[src/hw/pid_map.svh]
// register map, field positions and reset values of the pen and contrast control slice
`ifndef PID_MAP_SVH
`define PID_MAP_SVH
`define PID_WORD_BITS 16
`define PID_ADDR_MSB 15
`define PID_ADDR_LSB 12
`define PID_DATA_MSB 11
`define PID_DAC_CTRL_ADDR 4'he
`define PID_CTRL1_ADDR 4'h1
`define PID_MODE_MSB 11
`define PID_MODE_LSB 10
`define PID_DAC_TYPE_BIT 2
`define PID_DAC_RANGE_BIT 0
`define PID_DAC_CODE_MSB 11
`define PID_DAC_CODE_LSB 4
`define PID_DAC_RESET 12'h000
`define PID_CTRL1_RESET 12'h000
`define PID_PEN_RESET 1'b1
`define PID_READY_RESET 1'b1
`define PID_TOUCH_RESET 1'b0
`define PID_START_RESET 1'b0
`endif

[src/hw/pid_pkg.sv]
// types of the pen and contrast control slice
package pid_pkg;
    typedef enum logic [1:0] {
        PID_MODE_IDLE = 2'b00,
        PID_MODE_SLAVE_A = 2'b01,
        PID_MODE_SLAVE_B = 2'b10,
        PID_MODE_MASTER = 2'b11
    } pid_mode_t;
    typedef struct packed {
        logic voltage_n;
        logic full_range;
        logic [7:0] code;
    } pid_dac_t;
    typedef struct packed {
        logic [3:0] addr;
        logic [11:0] data;
    } pid_word_t;
endpackage

[src/hw/pid_sync.sv]
// two flip-flop level synchroniser
module pid_sync (
    input wire logic clk,
    input wire logic rst,
    input wire logic async_in,
    output logic sync_out
);
    logic stage1;
    logic stage2;
    always_ff @(posedge clk)
    begin
        if (rst)
        begin
            stage1 <= 1'b0;
            stage2 <= 1'b0;
        end
        else
        begin
            stage1 <= async_in;
            stage2 <= stage1;
        end
    end
    assign sync_out = stage2;
endmodule // pid_sync

[src/hw/pid_ctrl.sv]
// pen-down request, host sync modes and contrast dac control register
// Functional notes
// - pen-down request idles high, goes low when touch is detected.
// - touch detection is suspended while a conversion runs.
// - touch ends with converter idle: request returns high at once.
// - touch ends while converting: request stays low until converter idle.
// - mode 01 or 10 is slave, mode 11 is master with auto sequencing.
// - in master mode a touch starts the sequence without host command.
// - dac control bit 2 picks voltage (0) or current sink (1).
// - dac control bit 0 picks half (0) or full (1) supply range.
// - write to address 1110 loads the eight data msbs as dac code.
// - a write word is four address bits then twelve data bits.
// - data-available low on fresh results, high on read or timer start.
`include "pid_map.svh"
module pid_ctrl (
    input wire logic clk,
    input wire logic rst,
    input wire logic touch_pin,
    input wire logic wr_valid,
    input wire logic [`PID_WORD_BITS-1:0] wr_word,
    input wire logic conv_busy,
    input wire logic conv_done,
    input wire logic results_read,
    input wire logic timer_start,
    output logic pen_down_request_n,
    output logic results_ready_n,
    output logic start_sequence,
    output logic [1:0] mode,
    output logic dac_current_mode,
    output logic dac_full_range,
    output logic [7:0] dac_code,
    output logic [11:0] dac_ctrl_read
);
    logic touch_s;
    pid_sync pid_sync_inst (
        .clk(clk),
        .rst(rst),
        .async_in(touch_pin),
        .sync_out(touch_s)
    );

    pid_pkg::pid_word_t word;
    assign word = pid_pkg::pid_word_t'(wr_word);

    function automatic logic addr_hit(input logic [3:0] a, input logic [3:0] target);
        addr_hit = (a == target);
    endfunction

    logic pen_n;
    logic next_pen_n;
    logic touch_d;
    logic next_touch_d;
    logic ready_n;
    logic next_ready_n;
    logic start;
    logic next_start;
    logic [11:0] ctrl1;
    logic [11:0] next_ctrl1;
    logic [11:0] dac_reg;
    logic [11:0] next_dac_reg;
    logic master;

    assign master = (pid_pkg::pid_mode_t'(ctrl1[`PID_MODE_MSB:`PID_MODE_LSB])
        == pid_pkg::PID_MODE_MASTER);

    always_comb
    begin
        next_ctrl1 = ctrl1;
        next_dac_reg = dac_reg;
        if (wr_valid && addr_hit(word.addr, `PID_CTRL1_ADDR))
        begin
            next_ctrl1 = word.data;
        end
        else if (wr_valid && addr_hit(word.addr, `PID_DAC_CTRL_ADDR))
        begin
            next_dac_reg = word.data;
        end
    end

    always_comb
    begin
        next_touch_d = touch_d;
        if (!conv_busy)
        begin
            next_touch_d = touch_s;
        end
        next_pen_n = pen_n;
        if (!conv_busy && touch_s)
        begin
            next_pen_n = 1'b0;
        end
        else if (!conv_busy && !touch_s)
        begin
            next_pen_n = 1'b1;
        end
        next_start = master && !conv_busy && touch_s && !touch_d;
    end

    always_comb
    begin
        next_ready_n = ready_n;
        if (results_read || timer_start)
        begin
            next_ready_n = 1'b1;
        end
        if (conv_done)
        begin
            next_ready_n = 1'b0;
        end
    end

    always_ff @(posedge clk)
    begin
        if (rst)
        begin
            ctrl1 <= `PID_CTRL1_RESET;
            dac_reg <= `PID_DAC_RESET;
        end
        else
        begin
            ctrl1 <= next_ctrl1;
            dac_reg <= next_dac_reg;
        end
    end

    always_ff @(posedge clk)
    begin
        if (rst)
        begin
            pen_n <= `PID_PEN_RESET;
            touch_d <= `PID_TOUCH_RESET;
            start <= `PID_START_RESET;
        end
        else
        begin
            pen_n <= next_pen_n;
            touch_d <= next_touch_d;
            start <= next_start;
        end
    end

    always_ff @(posedge clk)
    begin
        if (rst)
        begin
            ready_n <= `PID_READY_RESET;
        end
        else
        begin
            ready_n <= next_ready_n;
        end
    end

    assign pen_down_request_n = pen_n;
    assign results_ready_n = ready_n;
    assign start_sequence = start;
    assign mode = ctrl1[`PID_MODE_MSB:`PID_MODE_LSB];
    pid_pkg::pid_dac_t dac_fields;
    assign dac_fields = '{
        voltage_n: dac_reg[`PID_DAC_TYPE_BIT],
        full_range: dac_reg[`PID_DAC_RANGE_BIT],
        code: dac_reg[`PID_DAC_CODE_MSB:`PID_DAC_CODE_LSB]
    };
    assign dac_current_mode = dac_fields.voltage_n;
    assign dac_full_range = dac_fields.full_range;
    assign dac_code = dac_fields.code;
    assign dac_ctrl_read = dac_reg;

    chk_pen_follows_touch: assert property (@(posedge clk) disable iff (rst)
        (!conv_busy && touch_s) |=> !pen_down_request_n)
        else $error("pen request not low after touch");
    chk_pen_release_idle: assert property (@(posedge clk) disable iff (rst)
        (!conv_busy && !touch_s) |=> pen_down_request_n)
        else $error("pen request not released while idle");
    chk_pen_hold_busy: assert property (@(posedge clk) disable iff (rst)
        (conv_busy && !pen_down_request_n) |=> !pen_down_request_n)
        else $error("pen request released during conversion");
    chk_pen_frozen_busy: assert property (@(posedge clk) disable iff (rst)
        conv_busy |=> $stable(pen_down_request_n))
        else $error("pen request moved during conversion");
    chk_master_start: assert property (@(posedge clk) disable iff (rst)
        start_sequence |-> $past(master) && $past(touch_s) && !$past(touch_d))
        else $error("sequence start without master touch");
    chk_dac_write: assert property (@(posedge clk) disable iff (rst)
        (wr_valid && wr_word[15:12] == 4'he) |=> dac_code == $past(wr_word[11:4]))
        else $error("dac code not loaded");
    chk_dac_type: assert property (@(posedge clk) disable iff (rst)
        (wr_valid && wr_word[15:12] == 4'he) |=> dac_current_mode == $past(wr_word[2]))
        else $error("dac type bit wrong");
    chk_dac_range: assert property (@(posedge clk) disable iff (rst)
        (wr_valid && wr_word[15:12] == 4'he) |=> dac_full_range == $past(wr_word[0]))
        else $error("dac range bit wrong");
    chk_ready_set: assert property (@(posedge clk) disable iff (rst)
        conv_done |=> !results_ready_n)
        else $error("results ready not low after done");
    chk_ready_clear: assert property (@(posedge clk) disable iff (rst)
        (!conv_done && (results_read || timer_start)) |=> results_ready_n)
        else $error("results ready not cleared");
    chk_mode_decode: assert property (@(posedge clk) disable iff (rst)
        (mode != 2'b11) |=> !start_sequence)
        else $error("sequence start outside master mode");
    chk_mode_write: assert property (@(posedge clk) disable iff (rst)
        (wr_valid && wr_word[15:12] == 4'h1) |=> mode == $past(wr_word[11:10]))
        else $error("mode field not loaded");
    chk_start_single: assert property (@(posedge clk) disable iff (rst)
        start_sequence |=> !start_sequence)
        else $error("sequence start longer than one cycle");
    chk_start_idle: assert property (@(posedge clk) disable iff (rst)
        start_sequence |-> !$past(conv_busy))
        else $error("sequence start during conversion");
    chk_dac_other: assert property (@(posedge clk) disable iff (rst)
        (wr_valid && wr_word[15:12] != 4'he) |=> $stable(dac_ctrl_read))
        else $error("dac register changed by other address");
    chk_ready_hold: assert property (@(posedge clk) disable iff (rst)
        (!conv_done && !results_read && !timer_start) |=> $stable(results_ready_n))
        else $error("results ready moved without cause");
endmodule // pid_ctrl

[config.mk]
export PLATFORM = sky130hd
export DESIGN_NAME = pid_ctrl
export DESIGN_NICKNAME = d
export VERILOG_FILES = /design/src/hw/pid_pkg.sv /design/src/hw/pid_sync.sv /design/src/hw/pid_ctrl.sv
export VERILOG_INCLUDE_DIRS = /design/src /design/src/hw
export SDC_FILE = /design/constraint.sdc
export NUM_CORES = 1
export LEC_CHECK = 0
export CORE_MARGIN = 2
export CORE_UTILIZATION = 40
export CTS_CLUSTER_DIAMETER = 40
export DETAILED_ROUTE_END_ITERATION = 6
export DONT_BUFFER_PORTS = 1
export PLACE_DENSITY = 0.5
export SKIP_LAST_GASP = 1
export SLEW_MARGIN = 20
export SYNTH_ARGS = -nofsm -noshare
export SYNTH_HDL_FRONTEND = slang
export SYNTH_HIERARCHICAL = 1
export SYNTH_SLANG_ARGS = --single-unit
[constraint.sdc]
create_clock -name clk -period 1.6 [get_ports clk]
set_input_delay 0.16 -clock clk [delete_from_list [all_inputs] [get_ports clk]]
set_output_delay 0.16 -clock clk [all_outputs]
set_load 0.005 [all_outputs]
Word-level counts from Yosys, hierarchy flattened
Cells that the tools add are included.
{"block": "word_totals", "word_cells": 30, "inputBits": 24, "out_inout_bits": 27, "reg_bits": 30}
{"block": "classes", "reduce_logical": 14, "eq_ne": 3, "n_mux": 4, "bitwise": 1}
{"cell": "$logic_and A1 B1 Y1", "n": 7}
{"cell": "$eq A4 B1 Y1 const B", "n": 1}
{"cell": "$eq A4 B4 Y1 const B", "n": 1}
{"cell": "$mux W1", "n": 4}
{"cell": "$reduce_bool A2 Y1", "n": 2}
{"cell": "$logic_not A1 Y1", "n": 3}
{"cell": "$eq A2 B2 Y1 const B", "n": 1}
{"cell": "$reduce_and A2 Y1", "n": 1}
{"cell": "$logic_or A1 B1 Y1", "n": 1}
{"cell": "$not A1 Y1", "n": 1}

Depth between registers and ports, before layout
{"block": "depth", "word_depth": 4, "depth_mapped": 4}

Modules after synthesis
Netlist, hierarchy kept.
{"module": "pid_ctrl", "area_per_inst_um2": 864.6, "cells_per_inst": 85, "n_inst": 1}
{"module": "pid_sync", "area_per_inst_um2": 52.6, "cells_per_inst": 4, "n_inst": 1}

Least setup slack after synthesis
OpenSTA, ideal clock, no wires.
{"block": "synth_timing", "kind": "in2reg", "startpoint": "input port wr_word[14]", "endpoint": "register dac_reg[0] (netlist: dac_ctrl_read[0])", "setup_ns": 0.072, "stages": 4, "t_required_ns": 1.528, "slack_ns": 0.737, "t_arrival_ns": 0.792, "cell_sequence": "nor2b_4 > and4_4 > buf_12 > mux2i_1"}
{"block": "synth_between", "elab_chain_cells": 4, "elab_cells_between_ends": 6, "classes_between": "2 x eq/ne; 1 x bitwise; 3 x reduce/logical"}
{"item": "start: declaration", "line_no": "pid_ctrl.sv:20", "text": "input wire logic [`PID_WORD_BITS-1:0] wr_word,"}
{"item": "$eq A4 B1 Y1", "line_no": "pid_ctrl.sv:46", "text": "addr_hit = (a == target);"}
{"item": "$logic_and A1 B1 Y1", "line_no": "pid_ctrl.sv:70", "text": "if (wr_valid && addr_hit(word.addr, `PID_CTRL1_ADDR))"}
{"item": "$not A1 Y1 (no line)"}
{"item": "$reduce_and A2 Y1 (no line) (*)"}
{"item": "end signal: assignment", "line_no": "pid_ctrl.sv:117", "text": "dac_reg <= `PID_DAC_RESET;"}
{"item": "end signal: assignment", "line_no": "pid_ctrl.sv:122", "text": "dac_reg <= next_dac_reg;"}
{"item": "end: declaration", "line_no": "pid_ctrl.sv:59", "text": "logic [11:0] dac_reg;"}
Mark *: on every way between the ends. The rest lies on a longest branch, timed or not.
A chain may end at the register's enable or synchronous reset.

Worst setup path after layout
{"block": "layout_timing", "startpoint": "input port rst", "endpoint": "register ready_n (netlist: results_ready_n)"}
{"item": "start: declaration", "line_no": "pid_ctrl.sv:17", "text": "input wire logic rst,"}
{"item": "end signal: assignment", "line_no": "pid_ctrl.sv:146", "text": "ready_n <= `PID_READY_RESET;"}
{"item": "end signal: assignment", "line_no": "pid_ctrl.sv:150", "text": "ready_n <= next_ready_n;"}
{"item": "end: declaration", "line_no": "pid_ctrl.sv:53", "text": "logic ready_n;"}
No word-level cell between the ends.

==> out/metrics.cfg <==
[finish]
fill_cells = 222
layout.cells.non_filler = 118
layout_commonest_cell = nand2b_1
layout_common_cells = nand2b_1 (26), dfxtp_1 (20), mux2i_1 (15)
syn_to_final_growth_pct = 9.82
drive_above_1_share_pct = 6.67
seqCellArea_um2 = 400
multi_input_area_um2 = 409
layout.nets = 115
utilization_pct = 46.0
diodes = 0

[critical_path]
max_stage_delay_ns = 0.63
cp_max_fo = 27
cp.arrival_ns = 1.53
timing.critical_path.mode_cell = dlygate4sd3_1
required_ns = 1.80
cp-end-kind = flop
slowest_stage = dlygate4sd3_1
path_class = in2reg
rr_worst_depth = 3
crit_chain = dlygate4sd3_1, o21bai_1, dlygate4sd3_1
critPathLaunchType = input port

[pwr]
ir_worst_vdd_mv = 0.473
p_comb_share_pct = 6.2
p_int_mw = 0.805
p_leak_nw = 0.370
p_seq_share_pct = 52.4
swShare_pct = 18.2
p_sw_mw = 0.179
finalPower_mw = 0.985
power_density_nw_per_um2 = 977
p_clk_share_pct = 41.3

[floorplan]
die_h_um = 51.9
ios = 51
die_w_um = 51.9
die_area_um2 = 2690
initial_core_util_pct = 41.9
rows = 17
core_um2 = 2190

[drt]
final_antenna_net_count = 0
avgRoutedWirePerCell_um = 13.0
routed_wirelength_mm = 1.53
routed-via-count = 561
drc = 0
viasPerCell = 4.75
firstDrtPassIters = 3
drt-initial-drc-count = 3

[synth]
synth_area_per_cell_um2 = 10.3
synth_adder_area_share_pct = 0
synthSimpleGateAreaFrac_pct = 26.5
synth_top_family_by_area = simple AND/OR/NAND/NOR gates
synth_compound_gate_area_share_pct = 1.77
ys_seq_elements = 20
syn-num-nets = 113
synthDistinctLibCells = 18
synth-xor-area-share_pct = 0
ys_seq_area_share_pct = 43.7
ys_warn_count = 6
netlist_area_um2 = 917
postSynthCellCount = 89
synthMuxAreaShare_pct = 16.4

[placed_design]
hpwl_um = 996
port_buffers = 0
gp_congestion = 0.621
placedCellCount = 103

[clock_tree]
clkTransAtPathRegs_ns = 0.12
cts_hold_buffers = 10
cts_sinks = 20
cts_root_buf = clkbuf_4
cts_setup_buffers = 0
clock_latency_ns = 0.30
htree_levels = 1
clockBufferDepth = 2
numCtsBuffers = 3
tritoncts = yes
cts_resized = 0

[min_path]
hold_class = in2reg
whs_path_depth = 2

[timing]
hold_slack_ns = 0.00919
drv_slew = 0
layout_min_cycle_time_ns = 1.33
rsz0062_at_grt = false
setup_viol = 0
finalCritPeriodShare_pct = 83.0
tns_ns = 0
max_freq_ghz = 0.753
worst_slew_pin_slew_ns = 0.231
relSlewSlack_pct = 84.5
hold_viol = 0
finClkSkew_ns = 0.00817

[global_route]
grt_pass1_vias = 538
track_usage_pct = 11.5
antenna_found_initial = 0
grt_overflow_total = 0
grt_pass1_wl_mm = 2.24
grt_max_degree = 28

[run_status]
status = completed

[run]
drv_cap = 0

-- logic make-up (layout without fill, tap and decap cells) --
group,after synthesis,after routing
buffers and inverters,14,15
flip-flops,20,20
multiplexers,15,15
AO/OA/AOI/OAI,2,2
AND/OR/NAND/NOR,38,38
-- routing by layer --
metal  vias to the layer above  part of all wire, %  routed length [um]  global-route usage [%]
met4                         0                 0.85                  13                    6.58
met3                         2                  8.2                 125                    4.02
met1                       252                   44                 668                    13.8
met2                        24                   47                 726                    17.7
met5                         -                    0                   0                       0
li1                        283                    -                   -                       -
-- through the flow --
stage / cell area [um2] / setup WS [ns]
after floorplan: 917 / 0.737
after global placement: 845 / 0.693
after detailed placement: 845 / 0.646
after CTS: 997 / 0.289
after global routing: 1010 / 0.256
final: 1010 / 0.272
-- Yosys cell counts --
| library cell | number | area (um2) |
|---|---|---|
| a211o_1 | 1 | 8.76 |
| and4_4 | 1 | 11.3 |
| and4b_1 | 1 | 10.0 |
| buf_12 | 1 | 20.0 |
| buf_2 | 1 | 5.00 |
| buf_4 | 10 | 75.1 |
| clkbuf_1 | 2 | 7.51 |
| dfxtp_1 | 20 | 400 |
| mux2i_1 | 15 | 150 |
| nand2_1 | 1 | 3.75 |
| nand2b_1 | 26 | 163 |
| nand4_1 | 1 | 6.26 |
| nor2_1 | 3 | 11.3 |
| nor2b_1 | 2 | 12.5 |
| nor2b_4 | 1 | 13.8 |
| nor3_1 | 1 | 5.00 |
| nor4_1 | 1 | 6.26 |
| o21bai_1 | 1 | 7.51 |
-- sequential cells by signal, summed over array words and instances, names as in the netlist --
| name | count |
|---|---|
| ctrl1 | 2 |
| dac_ctrl_read | 12 |
| pen_down_request_n | 1 |
| pid_sync_inst/stage1 | 1 |
| pid_sync_inst/sync_out | 1 |
| results_ready_n | 1 |
| start_sequence | 1 |
| touch_d | 1 |
-- path summary, 6_finish.rpt --
path,startpoint,to,slack [ns]
setup / recovery,rst,results_ready_n,0.27
hold / removal,wr_word[8],dac_ctrl_read[8],0.009
setup reg to reg,results_ready_n,results_ready_n,0.34
hold reg to reg,touch_d,start_sequence,0.41
-- power by group through the flow --
stage / sequential (mW) / clock (mW) / combinational [mW]
after floorplan: 0.525 / 0 / 0.0473
after global placement: 0.528 / 0 / 0.0372
after detailed placement: 0.528 / 0 / 0.0383
after CTS: 0.517 / 0.421 / 0.0600
after global routing: 0.518 / 0.435 / 0.0676
final: 0.516 / 0.407 / 0.0614
-- layout make-up --
class                   count  area share [%]
clock buffers               3            2.24
clock inverters             1            2.98
multi-input cells          55            40.6
repair buffers             11            10.9
flip-flops and latches     20            39.8
well taps                  28            3.48
-- critical path: cells and delay by family --
kind / cells / cell delay [ns]
AOI/OAI and AO/OA: 1 / 0.19
buffers and inverters: 2 / 1.18
Power figures use the tool's default switching activity.
